==> config.mk <==
export PLATFORM = sky130hd
export DESIGN_NAME = cmbi_block_fill
export DESIGN_NICKNAME = d
export VERILOG_FILES = /design/src/hw/cmbi_pkg.sv /design/src/hw/cmbi_block_fill.sv
export SDC_FILE = /design/constraint.sdc
export NUM_CORES = 1
export LEC_CHECK = 0
export ABC_AREA = 0
export BUFFER_PORTS_ARGS = -buffer_cell sky130_fd_sc_hd__buf_2
export CAP_MARGIN = 15
export CORE_MARGIN = 3
export CORE_UTILIZATION = 30
export DETAILED_ROUTE_END_ITERATION = 8
export PLACE_DENSITY_LB_ADDON = 0.1
export SLEW_MARGIN = 20
export SYNTH_ARGS = -nofsm -noshare
export SYNTH_HDL_FRONTEND = slang
export SYNTH_SLANG_ARGS = --single-unit
export TNS_END_PERCENT = 1
==> constraint.sdc <==
create_clock -name clk -period 4.5 [get_ports clk]
set_clock_uncertainty 0.15 [all_clocks]
set_input_delay 0.225 -clock clk [delete_from_list [all_inputs] [get_ports clk]]
set_output_delay 0.225 -clock clk [all_outputs]
set_load 0.01 [all_outputs]
==> src/hw/cmbi_pkg.sv <==
// connection memory block fill: shared constants, types and register map
// assumes a single 50 MHz clock shared by host port and fill engine
// Functional notes
// - 32-bit read/write fill pattern register at 040288
// - fill writes pattern everywhere in about 120 us
// - power-up fill runs with cleared pattern
// - pattern writes during a fill do not affect it
// - writing start key 31415926 starts a fill
// - start request during a fill is ignored
// - status bit 0 shows fill in progress
// - status bit 1 shows power-up fill in progress
// - status bits 31 to 2 read zero
// - memory access during fill gets bus fault
// - TDM outputs high impedance during any fill
package cmbi_pkg;

   localparam int          ADDR_W          = 19;
   localparam int          DATA_W          = 32;

   // register byte addresses
   localparam logic [18:0] ADDR_PATTERN    = 19'h40288;
   localparam logic [18:0] ADDR_START      = 19'h4028C;

   // memory windows: bit 18 clear selects memory, bit 17 selects connection memory
   localparam int          MEM_SEL_BIT     = 18;
   localparam int          CM_SEL_BIT      = 17;

   // start key and status layout
   localparam logic [31:0] START_KEY       = 32'h31415926;
   localparam int          STAT_BUSY_BIT   = 0;
   localparam int          STAT_PWR_BIT    = 1;
   localparam logic [31:0] PATTERN_RESET   = 32'h00000000;

   // fill timing at 50 MHz
   localparam int          CLK_MHZ         = 50;
   localparam int          FILL_TIME_NS    = 120000;
   localparam int          FILL_CYCLES     = FILL_TIME_NS * CLK_MHZ / 1000;
   localparam int          FILL_SLACK      = 200;

   // fill engine states, one-hot
   typedef enum logic [1:0] {
      ST_IDLE = 2'b01,
      ST_FILL = 2'b10
   } cmbi_state_type;

   // host request carried in one cycle
   typedef struct packed {
      logic              valid;
      logic              write;
      logic [18:0]       addr;
      logic [31:0]       wdata;
   } cmbi_req_type;

   // host answer, one cycle after the request
   typedef struct packed {
      logic              ack;
      logic              fault;
      logic [31:0]       rdata;
   } cmbi_rsp_type;

endpackage : cmbi_pkg

==> src/hw/cmbi_block_fill.sv <==
// connection memory block fill engine with its two host registers
// host request comes from logic on clk; memory datapath and TDM drivers sit outside
`timescale 1ns/1ns
module cmbi_block_fill #(
   parameter int CM_DEPTH = 24576,
   parameter int LANES    = 4
) (
   input  wire logic              clk,
   input  wire logic              reset,
   input  wire cmbi_pkg::cmbi_req_type host_req,
   output logic                   host_ack,
   output logic                   bus_fault_response,
   output logic [31:0]            host_rdata,
   output logic                   cm_we,
   output logic [$clog2(CM_DEPTH/LANES)-1:0] cm_group,
   output logic [31:0]            cm_wdata,
   output logic                   tdm_hiz
);
   import cmbi_pkg::*;

   localparam int GROUPS = CM_DEPTH / LANES;
   localparam int GW     = $clog2(GROUPS);
   localparam logic [GW-1:0] LAST_GROUP = GW'(GROUPS - 1);

   cmbi_state_type state;
   cmbi_state_type next_state;
   logic [GW-1:0]  group;
   logic [GW-1:0]  next_group;
   logic [31:0]    fill_word;
   logic [31:0]    next_fill_word;
   logic           pwr_init;
   logic           next_pwr_init;
   logic [31:0]    pattern;
   logic [31:0]    next_pattern;
   logic           next_cm_we;
   logic           next_tdm_hiz;
   cmbi_rsp_type   rsp;
   cmbi_rsp_type   next_rsp;

   logic           busy;
   logic           last;
   logic           wr_pattern;
   logic           wr_key;
   logic           mem_hit;

   ////////////////////////////////////////////////////////////////////////////////
   // decode of the host request
   assign busy       = (state == ST_FILL);
   assign last       = (group == LAST_GROUP);
   assign wr_pattern = host_req.valid && host_req.write && host_req.addr == ADDR_PATTERN;
   assign wr_key     = host_req.valid && host_req.write && host_req.addr == ADDR_START
                       && host_req.wdata == START_KEY;
   assign mem_hit    = host_req.valid && !host_req.addr[MEM_SEL_BIT];

   ////////////////////////////////////////////////////////////////////////////////
   // fill engine next state; one group of LANES words per clock keeps the pass near 120 us
   always_comb begin
      next_state     = state;
      next_group     = group;
      next_fill_word = fill_word;
      next_pwr_init  = pwr_init;
      case (state)
         ST_IDLE: begin
            if (wr_key) begin
               next_state     = ST_FILL;
               next_group     = '0;
               next_fill_word = pattern;           // snapshot, later writes do not reach it
            end
         end
         ST_FILL: begin
            // a key write here is simply not looked at
            if (last) begin
               next_state    = ST_IDLE;
               next_pwr_init = 1'b0;
            end else begin
               next_group = GW'(group + 1'b1);
            end
         end
         default: begin
            next_state = ST_IDLE;
         end
      endcase
      next_cm_we   = (next_state == ST_FILL);
      next_tdm_hiz = (next_state == ST_FILL);
   end

   // reset lands straight in a fill with a zero word: that is the power-up clear
   always_ff @(posedge clk or posedge reset) begin
      if (reset) begin
         state     <= ST_FILL;
         group     <= '0;
         fill_word <= PATTERN_RESET;
         pwr_init  <= 1'b1;
         cm_we     <= 1'b1;
         tdm_hiz   <= 1'b1;
      end else begin
         state     <= next_state;
         group     <= next_group;
         fill_word <= next_fill_word;
         pwr_init  <= next_pwr_init;
         cm_we     <= next_cm_we;
         tdm_hiz   <= next_tdm_hiz;
      end
   end

   // write port mirrors the engine registers directly
   assign cm_group = group;
   assign cm_wdata = fill_word;

   ////////////////////////////////////////////////////////////////////////////////
   // host registers and answer; every request is answered on the next clock
   always_comb begin
      next_pattern = pattern;
      next_rsp     = '0;                          // unused status bits read zero
      if (wr_pattern) begin
         next_pattern = host_req.wdata;
      end
      if (host_req.valid) begin
         next_rsp.ack = 1'b1;
         if (mem_hit && busy) begin
            next_rsp.fault = 1'b1;
         end else if (!host_req.write) begin
            case (host_req.addr)
               ADDR_PATTERN: begin
                  next_rsp.rdata = pattern;
               end
               ADDR_START: begin
                  next_rsp.rdata[STAT_BUSY_BIT] = busy;
                  next_rsp.rdata[STAT_PWR_BIT]  = pwr_init;
               end
               default: begin
                  next_rsp.rdata = '0;            // memory data comes from the datapath
               end
            endcase
         end
      end
   end

   // pattern clears at reset; the power-up pass writes the zero that fill_word loads at reset
   always_ff @(posedge clk or posedge reset) begin
      if (reset) begin
         pattern <= PATTERN_RESET;
         rsp     <= '0;
      end else begin
         pattern <= next_pattern;
         rsp     <= next_rsp;
      end
   end

   assign host_ack           = rsp.ack;
   assign bus_fault_response = rsp.fault;
   assign host_rdata         = rsp.rdata;

   ////////////////////////////////////////////////////////////////////////////////
   // checks; a fill-length counter helps bound the pass
   logic [15:0] fill_len;
   logic [15:0] next_fill_len;

   // busy-cycle count; clears whenever the engine idles so each pass is measured alone
   always_comb begin
      next_fill_len = busy ? fill_len + 16'h0001 : 16'h0000;
   end

   always_ff @(posedge clk or posedge reset) begin
      if (reset) begin
         fill_len <= '0;
      end else begin
         fill_len <= next_fill_len;
      end
   end

   property p_pattern_write;
      @(posedge clk) disable iff (reset)
      wr_pattern |=> pattern == $past(host_req.wdata);
   endproperty
   a_pattern_write: assert property (p_pattern_write) else $error("pattern not stored");

   property p_fill_length;
      @(posedge clk) disable iff (reset)
      fill_len <= 16'(GROUPS);
   endproperty
   a_fill_length: assert property (p_fill_length) else $error("fill runs too long");

   property p_powerup_zero;
      @(posedge clk) disable iff (reset)
      (cm_we && pwr_init) |-> cm_wdata == PATTERN_RESET;
   endproperty
   a_powerup_zero: assert property (p_powerup_zero) else $error("power-up fill not zero");

   property p_word_stable;
      @(posedge clk) disable iff (reset)
      (busy && !last) |=> $stable(fill_word);
   endproperty
   a_word_stable: assert property (p_word_stable) else $error("fill word changed");

   property p_key_starts;
      @(posedge clk) disable iff (reset)
      (!busy && wr_key) |=> busy && group == '0 && cm_wdata == $past(pattern);
   endproperty
   a_key_starts: assert property (p_key_starts) else $error("key did not start fill");

   property p_restart_ignored;
      @(posedge clk) disable iff (reset)
      (busy && !last && wr_key) |=> busy && group == $past(group) + 1'b1;
   endproperty
   a_restart_ignored: assert property (p_restart_ignored) else $error("fill restarted");

   property p_status_read;
      @(posedge clk) disable iff (reset)
      (host_req.valid && !host_req.write && host_req.addr == ADDR_START)
         |=> host_rdata == {30'h0, $past(pwr_init), $past(busy)};
   endproperty
   a_status_read: assert property (p_status_read) else $error("bad status readback");

   property p_fault;
      @(posedge clk) disable iff (reset)
      (mem_hit && busy) |=> host_ack && bus_fault_response;
   endproperty
   a_fault: assert property (p_fault) else $error("missing bus fault");

   property p_hiz;
      @(posedge clk) disable iff (reset)
      tdm_hiz == busy && cm_we == busy;
   endproperty
   a_hiz: assert property (p_hiz) else $error("TDM not high impedance");

   property p_bad_key;
      @(posedge clk) disable iff (reset)
      (!busy && host_req.valid && host_req.write && host_req.addr == ADDR_START
         && host_req.wdata != START_KEY) |=> !busy;
   endproperty
   a_bad_key: assert property (p_bad_key) else $error("wrong key started fill");

   // a finished pass covers every group, no more and no fewer
   property p_fill_end;
      @(posedge clk) disable iff (reset)
      (fill_len != 16'h0000 && !busy) |-> fill_len == 16'(GROUPS);
   endproperty
   a_fill_end: assert property (p_fill_end) else $error("fill length wrong");

   // the pass must not run past its nominal duration plus slack at the real clock
   property p_fill_time;
      @(posedge clk) disable iff (reset)
      busy |-> fill_len < 16'(FILL_CYCLES + FILL_SLACK);
   endproperty
   a_fill_time: assert property (p_fill_time) else $error("fill exceeds time budget");

   // groups are visited in order, one per clock
   property p_group_step;
      @(posedge clk) disable iff (reset)
      (busy && !last) |=> busy && group == GW'($past(group) + 1'b1);
   endproperty
   a_group_step: assert property (p_group_step) else $error("group skipped");

   // the last group ends the pass and with it the power-up flag
   property p_fill_stops;
      @(posedge clk) disable iff (reset)
      (busy && last) |=> !busy && !pwr_init;
   endproperty
   a_fill_stops: assert property (p_fill_stops) else $error("fill did not stop");

   // the power-up flag only ever stands during a pass
   property p_pwr_in_fill;
      @(posedge clk) disable iff (reset)
      pwr_init |-> busy;
   endproperty
   a_pwr_in_fill: assert property (p_pwr_in_fill) else $error("flag outside fill");

   // pattern readback returns the stored word
   property p_pattern_read;
      @(posedge clk) disable iff (reset)
      (host_req.valid && !host_req.write && host_req.addr == ADDR_PATTERN)
         |=> host_rdata == $past(pattern);
   endproperty
   a_pattern_read: assert property (p_pattern_read) else $error("bad pattern readback");

   // only a pattern write changes the pattern; key writes leave it alone
   property p_pattern_hold;
      @(posedge clk) disable iff (reset)
      !wr_pattern |=> $stable(pattern);
   endproperty
   a_pattern_hold: assert property (p_pattern_hold) else $error("pattern changed");

   // a refused access carries no data back
   property p_fault_data;
      @(posedge clk) disable iff (reset)
      (mem_hit && busy) |=> host_rdata == 32'h00000000;
   endproperty
   a_fault_data: assert property (p_fault_data) else $error("data on refused access");

   // with no pass running a memory access is answered without a fault
   property p_mem_idle;
      @(posedge clk) disable iff (reset)
      (mem_hit && !busy) |=> host_ack && !bus_fault_response;
   endproperty
   a_mem_idle: assert property (p_mem_idle) else $error("fault while idle");

   // every request gets one answer, one clock later, and nothing else is answered
   property p_ack_match;
      @(posedge clk) disable iff (reset)
      host_ack == $past(host_req.valid);
   endproperty
   a_ack_match: assert property (p_ack_match) else $error("answer mistimed");

   // a fault never stands without its answer
   property p_fault_ack;
      @(posedge clk) disable iff (reset)
      bus_fault_response |-> host_ack;
   endproperty
   a_fault_ack: assert property (p_fault_ack) else $error("fault without answer");

   // a key arriving during a pass leaves the running word alone
   property p_key_word;
      @(posedge clk) disable iff (reset)
      (busy && wr_key) |=> $stable(fill_word);
   endproperty
   a_key_word: assert property (p_key_word) else $error("fill word replaced");

endmodule : cmbi_block_fill

==> flow_summary_export.csv <==
group,metric,value,unit
route,wl_per_cell,16.1,microns
worst_setup_path,crit_type,"input port to flip-flop",
timing,finalSetupViolations,0,
place,pre_cts_slack,1.21,ns
timing,final_max_slew_viol_count,0,
worst_setup_path,start_kind,"input port",
worst_setup_path,worstPathMaxFanout,34,
die,dieArea,17500,sq um
finish,drive_above_1_share,45.7,%
clock_tree,post-cts-setup-buffer-count,0,
timing,tightest_slew,0.834,ns
worst_setup_path,critPathCaptureType,"flip-flop",
yosys,ys_warn_count,0,
die,rows,45,
timing,post-route-worst-setup-slack,1.46,ns
route,drc,0,
status,status,"completed",
timing,grt_setup_unrepaired,"false",
timing,finalCriticalPeriod,3.04,ns
place,hpwl,8.10,mm
clock_tree,cts_root_buf,"clkbuf_16",
yosys,synth_area_leaders,"dfrtp_1 59%, mux2_4 8.8%, mux2_2 8.5%, and2_1 4.3%, dfstp_2 1.6%",
place,dpl-instance-area,5650,sq um
yosys,synth.avg_cell_area,14.0,sq um
global_routing,grtUsageTotal,14.4,%
finish,synthToLayoutAreaGrowth,37.3,%
yosys,ys_types,45,
route,vias,3349,
global_routing,grt_overflow,0,
finish,fin_cells,746,
yosys,syn-instance-count,343,
die,die_h,132,microns
global_routing,use_met2,22.3,%
clock_tree,htreeDepth,4,
die,start_util,31.0,%
route,via_per_inst,4.49,
global_routing,grt_max_degree,86,
yosys,syn-num-nets,401,
power,p_leak,3.57,nW
finish,fin_nets,579,
timing,relSlewSlack,44.2,%
timing,hold_viol,0,
global_routing,grt_pass1_vias,3495,
timing,fmax,329,MHz
finish,final_area,6580,sq um
clock_tree,clock-sinks,115,
finish,final_common_cell,"buf_2",
yosys,syn-cell-area,4790,sq um
clock_tree,clkTransAtPathRegs,0.05,ns
die,io-pin-count,136,
global_routing,antenna_found_initial,1,
clock_tree,clk_latency,0.41,ns
die,core,15400,sq um
clock_tree,cts_tree,"built",
route,drt_iter0_markers,186,
route,ant_nets,0,
yosys,yosysTopAreaCellShare,58.5,%
die,fp.dieW,132,microns
finish,fillerInstances,1527,
timing,setup_tns,0,ns
global_routing,grt_pass1_wl,19.4,mm
route,drtPass1Iterations,4,
flow_run,drv_cap,0,
hold_path,hold_path_class,"input port to flip-flop",
place,dp.cells,678,
place,routabilityCongestion,0.711,
finish,final_cell_mix,"135 x buf_2, 112 x dfrtp_1, 36 x mux2_2",
place,io_buffer_count,135,
worst_setup_path,r2r_slack,1.74,ns
power,fin_total_pwr,0.00243,W
power,ir_drop,239,uV
clock_tree,clk_path_buf_depth,2,
yosys,ys_ff_latch,115,
global_routing,met3_usage,4.12,%
global_routing,grt.busiest_layer,"met2",
yosys,ys_seq_area_share,60.2,%
route,finalWirelength,12.0,mm
worst_setup_path,critical_path_arrival,3.18,ns
global_routing,grtUsageMet1,18.8,%
power,p_per_area,370,nW/um^2
worst_setup_path,required,4.64,ns
timing,timing.final.crit_share,67.5,%
clock_tree,cts_inserted_buffers,17,
yosys,yosys.area.top_type,"dfrtp_1",
==> power by group <==
| part | switching (W) | internal, W |
|---|---|---|
| Clock | 0.000470 | 0.000839 |
| Sequential | 0.000000397 | 0.00104 |
| Combinational | 0.0000443 | 0.0000433 |
==> kinds of logic after synthesis <==
logic type                 synth area share [%]
adders and majority gates                 0.784
buffers and inverters                      2.98
muxes                                      17.5
DFF                                        60.2
AOI/OAI and AO/OA                          4.96
and+or+nand+nor                            13.7
==> per-stage QoR <==
| step | utilization (%) | hold WS [ns] |
|---|---|---|
| floorplan | - | 0.106 |
| global placement | 36.6 | 0.247 |
| detailed placement | 36.6 | 0.259 |
| CTS | 42.6 | 0.00903 |
| global route | 42.6 | 0.0417 |
| finish | 42.6 | 0.0187 |
==> cells in the mapped netlist, drive strengths merged <==
library cell,n
a211o,4
a21oi,3
a22o,5
a22oi,2
a31o,1
a31oi,1
a32o,1
a41oi,2
and2,33
and3,8
and4,1
and4bb,1
buf,8
clkbuf,6
dfrtp,112
dfstp,3
ha,3
inv,8
mux2,64
mux2i,1
nand2,17
nand2b,1
nand3,8
nand4,4
nor2,10
nor2b,1
nor3,1
nor3b,2
nor4,7
nor4b,4
nor4bb,5
o211ai,1
o21ai,5
o21bai,1
o31a,1
o31ai,5
or3,1
or3b,1
or4,1
==> registers in the layout (all words and copies together) (netlist names) <==
name	flops
host_rdata	32
state	2
host_ack	1
cm_wdata	32
pwr_init	1
tdm_hiz	1
pattern	32
cm_group	13
bus_fault_response	1
==> worst max-delay path: stages <==
cell and delay [ns]:
dlygate4sd3_1 0.54, buf_2 0.13, nor4bb_1 0.47, nand4_1 0.26, or4_1 0.55, or3_4 0.62, mux2_4 0.38
==> final cells by class <==
| type | count | area (sq um) | area share, % |
|---|---|---|---|
| Clock inverter | 10 | 106 | 1.62 |
| Antenna cell | 1 | 2.50 | 0.0380 |
| Sequential cell | 115 | 2880 | 43.8 |
| Clock buffer | 22 | 464 | 7.06 |
| Tap cell | 211 | 264 | 4.01 |
| Inverter | 8 | 35.0 | 0.533 |
| Timing Repair Buffer | 173 | 1050 | 15.9 |
| Multi-Input combinational cell | 206 | 1780 | 27.0 |
==> metal layers <==
| layer | wire [microns] | share of wire [%] |
|---|---|---|
| met3 | 557 | 4.6 |
| met2 | 5730 | 48 |
| met1 | 5440 | 45 |
| met5 | 0 | 0 |
| met4 | 263 | 2.2 |
==> what timing repair did <==
item                      in CTS  in global routing
hold endpoints to repair      54                  0
hold buffers                  35                  0
gates resized for setup        0                  0
==> final timing paths <==
path | end | startpoint | depth (start not counted)
worst max-delay path | cm_wdata[27] | host_req[10] | 7
worst min-delay path | host_rdata[0] | host_req[51] | 3
worst max register to register | host_rdata[11] | state[0] | 8
worst min register to register | pwr_init | pwr_init | 2
max in group asynchronous | tdm_hiz | reset | 4
min in group asynchronous | cm_group[6] | reset | 3
No activity file was read; power rests on OpenSTA's default activity.
